**src/teio_cfg.svh**
```systemverilog
`ifndef TEIO_CFG_SVH
`define TEIO_CFG_SVH
// =====================================================================
// Clock and time base
`define TEIO_CLK_PERIOD_NS  100
`define TEIO_MS_NS          1000000
`define TEIO_MEAS_CYC       200
`define TEIO_PRE_W          14
// =====================================================================
// Register byte offsets
`define TEIO_A_CTRL         8'h00
`define TEIO_A_DELAY        8'h04
`define TEIO_A_PULSE        8'h08
`define TEIO_A_OUT          8'h0c
`define TEIO_A_INEDGE       8'h10
`define TEIO_A_CMD          8'h14
`define TEIO_A_STATUS       8'h18
// =====================================================================
// Command register bits
`define TEIO_C_ARM          0
`define TEIO_C_BUSTRG       1
`define TEIO_C_READ         2
`define TEIO_C_LOCAL        3
`define TEIO_C_SYSRST       4
`define TEIO_C_BACKUP       5
`define TEIO_C_SAVE         6
`define TEIO_C_LOAD         7
`define TEIO_C_SLOT_LO      8
`define TEIO_C_SLOT_HI      14
// =====================================================================
// Limits and factory defaults
`define TEIO_SLOTS          7'd126
`define TEIO_DELAY_MAX      14'd9999
`define TEIO_PULSE_MIN      7'd1
`define TEIO_PULSE_MAX      7'd99
`define TEIO_PULSE_DEF      7'd5
`define TEIO_CTRL_DEF       9'h040
`define TEIO_IN_BITS        5
`define TEIO_OUT_BITS       10
`endif

```
**src/teio_pkg.sv**
```systemverilog
package teio_pkg;
    // =================================================================
    // Settings image, bit order matches the control register
    typedef struct packed {
        logic [13:0] delayMs;
        logic [6:0]  pulseMs;
        logic        delayEn;      // ctrl bit 8
        logic        trigExt;      // ctrl bit 7
        logic        continuous;   // ctrl bit 6
        logic        currentPulse; // ctrl bit 5
        logic        strobePulse;  // ctrl bit 4
        logic        termCr;       // ctrl bit 3
        logic        errSync;      // ctrl bit 2
        logic        headerEn;     // ctrl bit 1
        logic        extIoLock;    // ctrl bit 0
    } teio_cfg_t;

    // Trigger sequence states
    typedef enum logic [2:0] {
        ST_IDLE  = 3'b000,
        ST_WAIT  = 3'b001,
        ST_DELAY = 3'b010,
        ST_MEAS  = 3'b011,
        ST_CALC  = 3'b100,
        ST_OUT   = 3'b101
    } teio_state_t;
endpackage

```
**src/teio_trigger_io.sv**
```systemverilog
// The placing of the registers and the AHB-Lite interface to the registers were left to the implementer.
`timescale 1ns/100ps
`include "teio_cfg.svh"
// Functional notes
// RL1 - Lock on: ignore external input line actions
// RL2 - Save/recall 126 slots; empty recall errors
// RL3 - Header setting selects response header prefix
// RL4 - Error report synced to strobe or independent
// RL5 - Terminator code 0 LF, 1 CR LF
// RL6 - Hold mode: strobe until next measurement starts
// RL7 - Pulse mode: strobe width 1 to 99 ms
// RL8 - Pulse current forced continuous in free run
// RL9 - System reset restores defaults, keeps communication
// RL10 - Output value 0..1023 onto ten lines
// RL11 - Five sticky input edges, cleared on read
// RL12 - Key and bus trigger set trigger edge
// RL13 - Continuous: back to wait, internal free-runs
// RL14 - Not continuous: idle after each measurement
// RL15 - Idle ignores triggers; arm enters trigger wait
// RL16 - Arm while continuous: error, no change
// RL17 - Continuous off only remotely; on at local
// RL18 - External source: line, key, bus trigger
// RL19 - Bus trigger ignored during measure-and-read wait
// RL20 - Delay enable inserts delay before measurement
// RL21 - Local command returns to panel control
// RL22 - Backup writes settings to non-volatile image
// RL23 - Trigger delay 0 to 9.999 seconds
// RL24 - Delay, measure, calculate, output, then strobe
module teio_trigger_io #(
    parameter int MS_CYC   = `TEIO_MS_NS / `TEIO_CLK_PERIOD_NS,
    parameter int MEAS_CYC = `TEIO_MEAS_CYC
) (
    // Clock and reset
    input  wire logic                       mclk,
    input  wire logic                       rst,
    // AHB-Lite slave
    input  wire logic                       hsel,
    input  wire logic [31:0]                haddr,
    input  wire logic [1:0]                 htrans,
    input  wire logic                       hwrite,
    input  wire logic [2:0]                 hsize,
    input  wire logic [31:0]                hwdata,
    input  wire logic                       hready,
    output logic                            hreadyout,
    output logic [31:0]                     hrdata,
    output logic                            hresp,
    // External I/O and panel
    input  wire logic [`TEIO_IN_BITS-1:0]   extIn,
    input  wire logic                       panelKey,
    output logic [`TEIO_OUT_BITS-1:0]       extOut,
    output logic                            measureDoneStrobe,
    output logic                            errLine,
    output logic                            currentPulseOut,
    output logic                            rspHeader,
    output logic                            rspTermCr,
    // Non-volatile image
    input  wire teio_pkg::teio_cfg_t        nvImage,
    input  wire logic                       nvValid,
    output teio_pkg::teio_cfg_t             nvData,
    output logic                            nvStore
);
    import teio_pkg::*;

    // =================================================================
    // Bus front end
    logic        aValid;
    logic        aWrite;
    logic [7:0]  aAddr;
    logic        rdAcc;
    logic        wrAcc;
    logic [31:0] next_rdata;

    assign rdAcc = hsel & htrans[1] & hready & ~hwrite;
    assign wrAcc = aValid & aWrite;

    // Address phase capture; no wait states, so hready is ours
    always_ff @(posedge mclk) begin
        if (rst) begin
            aValid <= 1'b0;
            aWrite <= 1'b0;
            aAddr  <= 8'h00;
        end else if (hready) begin
            aValid <= hsel & htrans[1];
            aWrite <= hwrite;
            aAddr  <= haddr[7:0];
        end
    end

    // =================================================================
    // Command decode
    logic       wrCmd;
    logic       cmdArm, cmdBusHit, cmdRead, cmdLocal;
    logic       cmdSysRst, cmdBackup, cmdSave, cmdLoad;
    logic [6:0] slot;
    logic       slotOk;

    assign wrCmd     = wrAcc && aAddr == `TEIO_A_CMD;
    assign cmdArm    = wrCmd & hwdata[`TEIO_C_ARM];
    assign cmdBusHit = wrCmd & hwdata[`TEIO_C_BUSTRG];
    assign cmdRead   = wrCmd & hwdata[`TEIO_C_READ];
    assign cmdLocal  = wrCmd & hwdata[`TEIO_C_LOCAL];
    assign cmdSysRst = wrCmd & hwdata[`TEIO_C_SYSRST];
    assign cmdBackup = wrCmd & hwdata[`TEIO_C_BACKUP];
    assign cmdSave   = wrCmd & hwdata[`TEIO_C_SAVE];
    assign cmdLoad   = wrCmd & hwdata[`TEIO_C_LOAD];
    assign slot      = hwdata[`TEIO_C_SLOT_HI:`TEIO_C_SLOT_LO];
    assign slotOk    = slot != 7'd0 && slot <= `TEIO_SLOTS;

    // =================================================================
    // Settings, panel store and remote state
    teio_cfg_t   cfg;
    teio_cfg_t   panelMem [1:126];
    logic [126:1] panelValid;
    logic        remote;
    logic        nvPending;
    logic        badWrite;
    logic        loadOk;

    assign loadOk = cmdLoad & slotOk && panelValid[slot];

    // Out-of-range values are refused, not clipped
    always_comb begin
        badWrite = 1'b0;
        if (wrAcc && aAddr == `TEIO_A_DELAY)
            badWrite = hwdata[31:14] != 18'h0 ||
                       hwdata[13:0] > `TEIO_DELAY_MAX;                // [RL23]
        else if (wrAcc && aAddr == `TEIO_A_PULSE)
            badWrite = hwdata[31:7] != 25'h0 ||
                       hwdata[6:0] < `TEIO_PULSE_MIN ||
                       hwdata[6:0] > `TEIO_PULSE_MAX;                 // [RL7]
        else if (wrAcc && aAddr == `TEIO_A_OUT)
            badWrite = hwdata[31:10] != 22'h0;                        // [RL10]
    end

    // Saved image is brought in one cycle after reset release
    always_ff @(posedge mclk) begin
        if (rst) begin
            nvPending <= 1'b1;
            cfg       <= '{delayMs: 14'h0, pulseMs: `TEIO_PULSE_DEF,
                           default: 1'b0};
            cfg[8:0]  <= `TEIO_CTRL_DEF;                              // [RL17]
        end else begin
            nvPending <= 1'b0;
            if (nvPending && nvValid) begin
                cfg            <= nvImage;                            // [RL22]
                cfg.continuous <= 1'b1;                               // [RL17]
            end else if (cmdSysRst) begin
                cfg         <= '{delayMs: 14'h0, pulseMs: `TEIO_PULSE_DEF,
                                 default: 1'b0};
                cfg[8:0]    <= `TEIO_CTRL_DEF;                        // [RL9]
                cfg.termCr  <= cfg.termCr;                            // [RL9]
            end else if (cmdLocal) begin
                cfg.continuous <= 1'b1;                               // [RL17]
            end else if (loadOk) begin
                cfg        <= panelMem[slot];                         // [RL2]
                cfg.termCr <= cfg.termCr;
            end else if (wrAcc && !badWrite) begin
                case (aAddr)
                    `TEIO_A_CTRL:  cfg[8:0]    <= hwdata[8:0];
                    `TEIO_A_DELAY: cfg.delayMs <= hwdata[13:0];
                    `TEIO_A_PULSE: cfg.pulseMs <= hwdata[6:0];
                    default: ;
                endcase
            end
        end
    end

    // Panel slots; store itself is not reset, only its valid flags
    always_ff @(posedge mclk) begin
        if (cmdSave && slotOk)
            panelMem[slot] <= cfg;                                    // [RL2]
    end

    always_ff @(posedge mclk) begin
        if (rst || cmdSysRst)
            panelValid <= '0;                                         // [RL9]
        else if (cmdSave && slotOk)
            panelValid[slot] <= 1'b1;
    end

    // Any bus write except a local command puts the block under remote control
    always_ff @(posedge mclk) begin
        if (rst)
            remote <= 1'b0;
        else if (cmdLocal)
            remote <= 1'b0;                                           // [RL21]
        else if (wrAcc)
            remote <= 1'b1;
    end

    // Backup image and store strobe toward the non-volatile memory
    always_ff @(posedge mclk) begin
        if (rst) begin
            nvStore <= 1'b0;
            nvData  <= '0;
        end else begin
            nvStore <= cmdBackup;                                     // [RL22]
            if (cmdBackup)
                nvData <= cfg;
        end
    end

    // =================================================================
    // Input edge latches
    logic [`TEIO_IN_BITS-1:0] prevIn;
    logic [`TEIO_IN_BITS-1:0] inRise;
    logic [`TEIO_IN_BITS-1:0] inEdge;
    logic                     prevKey;
    logic                     keyRise;
    logic                     clrEdge;

    assign keyRise = panelKey & ~prevKey;
    assign clrEdge = rdAcc && haddr[7:0] == `TEIO_A_INEDGE;

    genvar gi;
    generate
        for (gi = 0; gi < `TEIO_IN_BITS; gi++) begin : g_edge
            logic extra;
            assign extra      = gi == 0 ? keyRise | cmdBusHit : 1'b0; // [RL12]
            assign inRise[gi] = extIn[gi] & ~prevIn[gi];
            // New edge beats the clear of a read in the same cycle
            always_ff @(posedge mclk) begin
                if (rst) begin
                    prevIn[gi] <= 1'b0;
                    inEdge[gi] <= 1'b0;
                end else begin
                    prevIn[gi] <= extIn[gi];
                    if (inRise[gi] | extra)
                        inEdge[gi] <= 1'b1;                           // [RL11]
                    else if (clrEdge)
                        inEdge[gi] <= 1'b0;                           // [RL11]
                end
            end
        end
    endgenerate

    always_ff @(posedge mclk) begin
        if (rst)
            prevKey <= 1'b0;
        else
            prevKey <= panelKey;
    end

    // =================================================================
    // Trigger sequencer
    teio_state_t            state;
    logic                   readPending;
    logic                   armOk;
    logic                   trigHit;
    logic                   go;
    logic                   startMeas;
    logic [`TEIO_PRE_W-1:0] pre;
    logic [13:0]            cnt;
    logic                   msTick;

    assign armOk   = (cmdArm | cmdRead) & ~cfg.continuous;            // [RL16]
    assign trigHit = (inRise[0] & ~cfg.extIoLock)                     // [RL1]
                   | keyRise
                   | (cmdBusHit & ~readPending);                      // [RL19]
    assign go        = cfg.trigExt ? trigHit : 1'b1;                  // [RL18]
    assign startMeas = state == ST_WAIT && go;
    assign msTick    = pre == `TEIO_PRE_W'(MS_CYC - 1);

    always_ff @(posedge mclk) begin
        if (rst) begin
            state <= ST_WAIT;
            pre   <= '0;
            cnt   <= 14'h0;
        end else begin
            pre <= (state == ST_DELAY && !msTick) ? pre + 1'b1 : '0;
            case (state)
                ST_IDLE: begin
                    if (armOk || cfg.continuous)
                        state <= ST_WAIT;                             // [RL15]
                end
                ST_WAIT: begin
                    cnt <= 14'h0;
                    if (go)
                        state <= cfg.delayEn ? ST_DELAY : ST_MEAS;    // [RL20]
                end
                ST_DELAY: begin
                    if (cnt >= cfg.delayMs) begin
                        state <= ST_MEAS;                             // [RL24]
                        cnt   <= 14'h0;
                    end else if (msTick)
                        cnt <= cnt + 14'h1;
                end
                ST_MEAS: begin
                    cnt <= cnt + 14'h1;
                    if (cnt == 14'(MEAS_CYC - 1))
                        state <= ST_CALC;                             // [RL24]
                end
                ST_CALC: state <= ST_OUT;                             // [RL24]
                ST_OUT: begin
                    if (cfg.continuous)
                        state <= ST_WAIT;                             // [RL13]
                    else
                        state <= ST_IDLE;                             // [RL14]
                end
                default: state <= ST_IDLE;
            endcase
        end
    end

    // Measure-and-read wait blocks the bus trigger until output
    always_ff @(posedge mclk) begin
        if (rst)
            readPending <= 1'b0;
        else if (cmdRead && armOk)
            readPending <= 1'b1;
        else if (state == ST_OUT)
            readPending <= 1'b0;
    end

    // =================================================================
    // Done strobe, hold or timed pulse
    logic [`TEIO_PRE_W-1:0] sPre;
    logic [6:0]             sMs;

    always_ff @(posedge mclk) begin
        if (rst) begin
            measureDoneStrobe <= 1'b0;
            sPre              <= '0;
            sMs               <= 7'h0;
        end else if (state == ST_OUT) begin
            measureDoneStrobe <= 1'b1;                                // [RL24]
            sPre              <= '0;
            sMs               <= 7'h0;
        end else if (startMeas) begin
            measureDoneStrobe <= 1'b0;                                // [RL6]
        end else if (measureDoneStrobe && cfg.strobePulse) begin
            if (sPre == `TEIO_PRE_W'(MS_CYC - 1)) begin
                sPre <= '0;
                sMs  <= sMs + 7'h1;
                if (sMs + 7'h1 >= cfg.pulseMs)
                    measureDoneStrobe <= 1'b0;                        // [RL7]
            end else
                sPre <= sPre + 1'b1;
        end
    end

    // =================================================================
    // Error reporting and status
    logic execErr;
    logic errEvent;
    logic errHeld;
    logic clrStat;

    assign errEvent = ((cmdArm | cmdRead) & cfg.continuous)           // [RL16]
                    | (cmdLoad & ~loadOk)                             // [RL2]
                    | ((cmdSave | cmdLoad) & ~slotOk)
                    | badWrite;
    assign clrStat  = rdAcc && haddr[7:0] == `TEIO_A_STATUS;

    // Set wins over a status read in the same cycle
    always_ff @(posedge mclk) begin
        if (rst)
            execErr <= 1'b0;
        else if (errEvent)
            execErr <= 1'b1;
        else if (clrStat)
            execErr <= 1'b0;
    end

    // Synchronous mode holds the report until the strobe rises
    always_ff @(posedge mclk) begin
        if (rst) begin
            errHeld <= 1'b0;
            errLine <= 1'b0;
        end else if (cfg.errSync) begin
            errLine <= errHeld && state == ST_OUT;                    // [RL4]
            if (errEvent)
                errHeld <= 1'b1;
            else if (state == ST_OUT)
                errHeld <= 1'b0;
        end else begin
            errLine <= errEvent;                                      // [RL4]
            errHeld <= 1'b0;
        end
    end

    // =================================================================
    // Driven lines and formatter selects
    always_ff @(posedge mclk) begin
        if (rst || cmdSysRst)
            extOut <= '0;
        else if (wrAcc && aAddr == `TEIO_A_OUT && !badWrite)
            extOut <= hwdata[`TEIO_OUT_BITS-1:0];                     // [RL10]
    end

    always_ff @(posedge mclk) begin
        if (rst) begin
            currentPulseOut <= 1'b0;
            rspHeader       <= 1'b0;
            rspTermCr       <= 1'b0;
        end else begin
            currentPulseOut <= cfg.currentPulse &
                               ~(cfg.continuous & ~cfg.trigExt);      // [RL8]
            rspHeader       <= cfg.headerEn;                          // [RL3]
            rspTermCr       <= cfg.termCr;                            // [RL5]
        end
    end

    // =================================================================
    // Read mux; unmapped reads give zero with OKAY
    always_comb begin
        next_rdata = 32'h0;
        case (haddr[7:0])
            `TEIO_A_CTRL:   next_rdata[8:0]  = cfg[8:0];
            `TEIO_A_DELAY:  next_rdata[13:0] = cfg.delayMs;
            `TEIO_A_PULSE:  next_rdata[6:0]  = cfg.pulseMs;
            `TEIO_A_OUT:    next_rdata[9:0]  = extOut;
            `TEIO_A_INEDGE: next_rdata[4:0]  = inEdge;                // [RL11]
            `TEIO_A_STATUS: next_rdata[7:0]  = {readPending, remote,
                                measureDoneStrobe, execErr, 1'b0, state};
            default:        next_rdata       = 32'h0;
        endcase
    end

    always_ff @(posedge mclk) begin
        if (rst) begin
            hrdata    <= 32'h0;
            hreadyout <= 1'b1;
            hresp     <= 1'b0;
        end else begin
            hreadyout <= 1'b1;
            hresp     <= 1'b0;
            if (rdAcc)
                hrdata <= next_rdata;
        end
    end
endmodule // teio_trigger_io

```
**config.mk**
```make
export PLATFORM = sky130hd
export DESIGN_NAME = teio_trigger_io
export DESIGN_NICKNAME = d
export VERILOG_FILES = /design/src/teio_pkg.sv /design/src/teio_trigger_io.sv
export VERILOG_INCLUDE_DIRS = /design/src
export SDC_FILE = /design/constraint.sdc
export NUM_CORES = 2
export LEC_CHECK = 0
export ABC_AREA = 1
export BUFFER_PORTS_ARGS = -buffer_cell sky130_fd_sc_hd__buf_2
export CELL_PAD_IN_SITES_DETAIL_PLACEMENT = 1
export CELL_PAD_IN_SITES_GLOBAL_PLACEMENT = 1
export CORE_ASPECT_RATIO = 1.5
export CORE_MARGIN = 4
export CORE_UTILIZATION = 53
export CTS_BUF_LIST = sky130_fd_sc_hd__clkbuf_8
export CTS_CLUSTER_SIZE = 40
export DETAILED_ROUTE_END_ITERATION = 10
export PLACE_DENSITY_LB_ADDON = 0.1
export REMOVE_ABC_BUFFERS = 1
export SLEW_MARGIN = 20
export SYNTH_ARGS = -nofsm -noshare
export SYNTH_HDL_FRONTEND = slang
export SYNTH_SLANG_ARGS = --single-unit
```
**constraint.sdc**
```tcl
create_clock -name mclk -period 5.9 [get_ports mclk]
set_input_delay 1.475 -clock mclk [delete_from_list [all_inputs] [get_ports mclk]]
set_output_delay 1.475 -clock mclk [all_outputs]
set_load 0.03 [all_outputs]
```
==> metrics.txt <==
status completed; Worst Setup SP hwdata[9]; Worst-path clk slew 0.07 ns; first-pass GRT wire length 814 mm; FF-to-FF Start cfg[19]$_SDFFE_PP0P_; R2R Path End cnt[8]$_SDFFE_PP0P_; synthesized cell area 159000 µm²; final hold vios 0; Clock Latency Late Sink 1.15 ns; Lkg Pwr 66.1 nW; Max FO, Critical Path 31; via count 115000; delay-heaviest family, CP simple AND/OR/NAND/NOR gates; Placed Instances 18100; power per cell area 312 nW/µm²; Routed Antenna Nets 0; die area 309000 µm²; Max Clk Rate 196 MHz; largest net degree at the start of global routing 170; RSZ-0062 raised after global routing false; ys async rst share 0%; Worst Path Class, Setup in2reg; Final Skew 0.0554 ns; Row Count 246; Final setup viols 0; Synth Flop Type edfxtp_1; die width 456 µm; Setup TNS 0 ns; final WL 567 mm; EDFF count, synth 3654; top post-synthesis cells by area edfxtp_1 (69%), nor2_1 (8.5%), nand2_1 (7.5%); core area 299000 µm²; port bufs 141; post-route cell area 179000 µm²; CP Launch Type input port; clock sink total 3948; Final Non-Filler Cells 19100; clock buffer depth 4; drt initial violations 11800; GPL Wtd Cong 1.02; most numerous cell in the Yosys netlist edfxtp_1; worst slew pin tran 1.25 ns; Critical Path, Cell by Cell buf_8, nor2_4, nand2_8, inv_2, nand2_1, nand4_1, o21ai_0, nand2_1, nor2_1, nor2_1, nor2_1, nand2_1, nand2_1, nand3_1, nand2_1, nand2_1; Num CTS Buffers 593; Initial Util 53.2%; crit-path most repeated cell nand2_1; Synth area leader edfxtp_1; CP endpoint kind flop; cts hold-fix bufs 0; FF-to-FF setup slack 1.87 ns; Ys Warns 0; worst vdd ir 0.000274 V; drt first pass iters 5; worst path required time 6.93 ns; period utilization 86.7%; initial antenna violation count 32; CP max stage delay 1.01 ns; R2R cell count 15; Hold Path Class reg2reg; Mapped Cells 14200; WL/cell 29.7 µm; share of cells above drive strength 1 10.6%; Via density 6.03; # H-tree levels 6; Final Power 0.0560 W; Worst path slowest cell inv_2; GRT overflow 0; post-synth cell types 52; Critical path destination cfg[11]$_SDFFE_PP1P_; Post-CTS Setup Inserts 0; area growth from synthesis to layout 12.6%; overall routing resource usage 36.0%; # fillers 31000; max-cap viol count 0; Worst Path Arrival 6.15 ns; Rel. slew slack 16.4%; Root Buffer clkbuf_8; CP Depth 16; # IOs 191; post_cts resized 0; Commonest cells post-synth edfxtp_1 (3654), nor2_1 (3619), nand2_1 (3162); vias in the first global route 122000; Core Util, Final 59.9%; Post-DP HPWL 353 mm; Placed Area 168000 µm²; die height 679 µm; sequential area share after synthesis 72.6%; TritonCTS clock tree built; DRC violations left 0; Slew Limit Fails 0; share of Yosys cell area claimed by the top area cell type 68.9%; Period minus WS final 5.11 ns; Buf/Inv on CP 2; register bit total from synthesis 3948; fin nets 14800; syn_area_per_cell 11.2 µm²
## flip-flops by register name, indices dropped and copies added (netlist names), 3 cells and up
name,cells
state,3
sPre,14
aAddr,8
nvData,30
panelValid,126
prevIn,5
cfg,30
inEdge,5
hrdata,14
pre,14
extOut,10
cnt,14
sMs,7
panelMem,3654
## through the flow
stage	setup slack (ns)	hold WS [ns]
3_5_place_dp	0.134	0.452
3_3_place_gp	0.197	0.425
4_1_cts	1.30	0.463
2_1_floorplan	-14.63	0.418
5_1_grt	0.907	0.471
6_report	0.785	0.460
## how the worst min path moves through the flow
stage                      startpoint           endpoint  slack, ns  depth (start not counted)
floorplan           pre[0]$_SDFF_PP0_  pre[0]$_SDFF_PP0_       0.42                          1
finish              pre[0]$_SDFF_PP0_  pre[0]$_SDFF_PP0_       0.46                          1
CTS                 pre[0]$_SDFF_PP0_  pre[0]$_SDFF_PP0_       0.46                          1
global placement    pre[0]$_SDFF_PP0_  pre[0]$_SDFF_PP0_       0.43                          1
detailed placement  pre[0]$_SDFF_PP0_  pre[0]$_SDFF_PP0_       0.45                          1
global route        pre[0]$_SDFF_PP0_  pre[0]$_SDFF_PP0_       0.47                          1
## worst register-to-register path, stage by stage (launching register included)
cell and delay [ns]:
dfxtp_4 1.04, inv_1 0.46, ha_1 0.45, nand2_1 0.06, a21oi_1 0.12, nor2_1 0.05
o21ai_0 0.08, nand2_1 0.08, nand2_1 0.07, nand2_1 0.05, a21oi_1 0.12, nor2_1 0.09
nand2_1 0.06, nand2_1 0.22, nor2_1 0.77, nor3_1 0.15
## area by class of cell
| cell class | instances | area, µm² | share of cell area (%) |
|---|---|---|---|
| tap | 3968 | 4960 | 2.77 |
| sequential | 3948 | 116000 | 64.5 |
| clock inverter | 390 | 1970 | 1.10 |
| inverter | 351 | 1350 | 0.752 |
| antenna | 15 | 37.5 | 0.0209 |
| timing repair buffer | 632 | 6680 | 3.73 |
| clock buffer | 644 | 8860 | 4.94 |
| multi-input combinational | 9157 | 39700 | 22.1 |
## cells by family after synthesis
family | share of synthesized area, %
simple gates | 17.6
flops | 72.6
buf+inv | 3.16
fa+ha+maj | 0.196
other cells | 0.00472
compound gates | 6.34
xor+xnor | 0.110
## metal layers
metal  up-vias  track usage, %  wire length (µm)
met4        20            24.9             46100
li1      49500               -                 -
met2      5268            60.2            276000
met1     58900            42.7            203000
met3      1504            5.72             41400
met5         -               0               121
## cells in the final DEF, fill, tap and decap left out, types with 5 or more instances in the layout
cell / synthesis / routed
buf_4: 89 / 311
clkinv_1: 4 / 132
nand2_1: 3162 / 3159
clkinvlp_4: 0 / 16
nand3b_1: 35 / 35
buf_12: 0 / 179
dfxtp_4: 0 / 29
bufinv_16: 0 / 13
nor2_2: 6 / 16
a22oi_1: 39 / 39
a211oi_1: 50 / 50
nand4_1: 80 / 80
nand3_1: 201 / 201
nor2_4: 5 / 131
nor2_1: 3619 / 3483
edfxtp_1: 3654 / 3654
o21ai_0: 1244 / 1244
o221ai_1: 5 / 5
dfxtp_1: 294 / 265
xnor2_1: 5 / 5
conb_1: 2 / 20
inv_2: 6 / 7
inv_1: 340 / 505
o22ai_1: 278 / 278
nand2_8: 0 / 6
xor2_1: 15 / 15
o21ai_1: 83 / 83
nor4_1: 14 / 14
clkinv_2: 0 / 57
ha_1: 25 / 25
clkbuf_8: 0 / 644
or2_2: 31 / 31
inv_6: 0 / 6
nor3_1: 44 / 42
diode_2: 0 / 15
o211ai_1: 14 / 14
a21oi_1: 139 / 139
buf_2: 314 / 138
## where the power goes
group	leakage, nW	internal (W)	switching (W)
registers	35.7	0.0306	0.000263
clock network	6.17	0.0106	0.0107
logic	24.2	0.000891	0.00295
No activity file was read; power rests on OpenSTA's default activity.
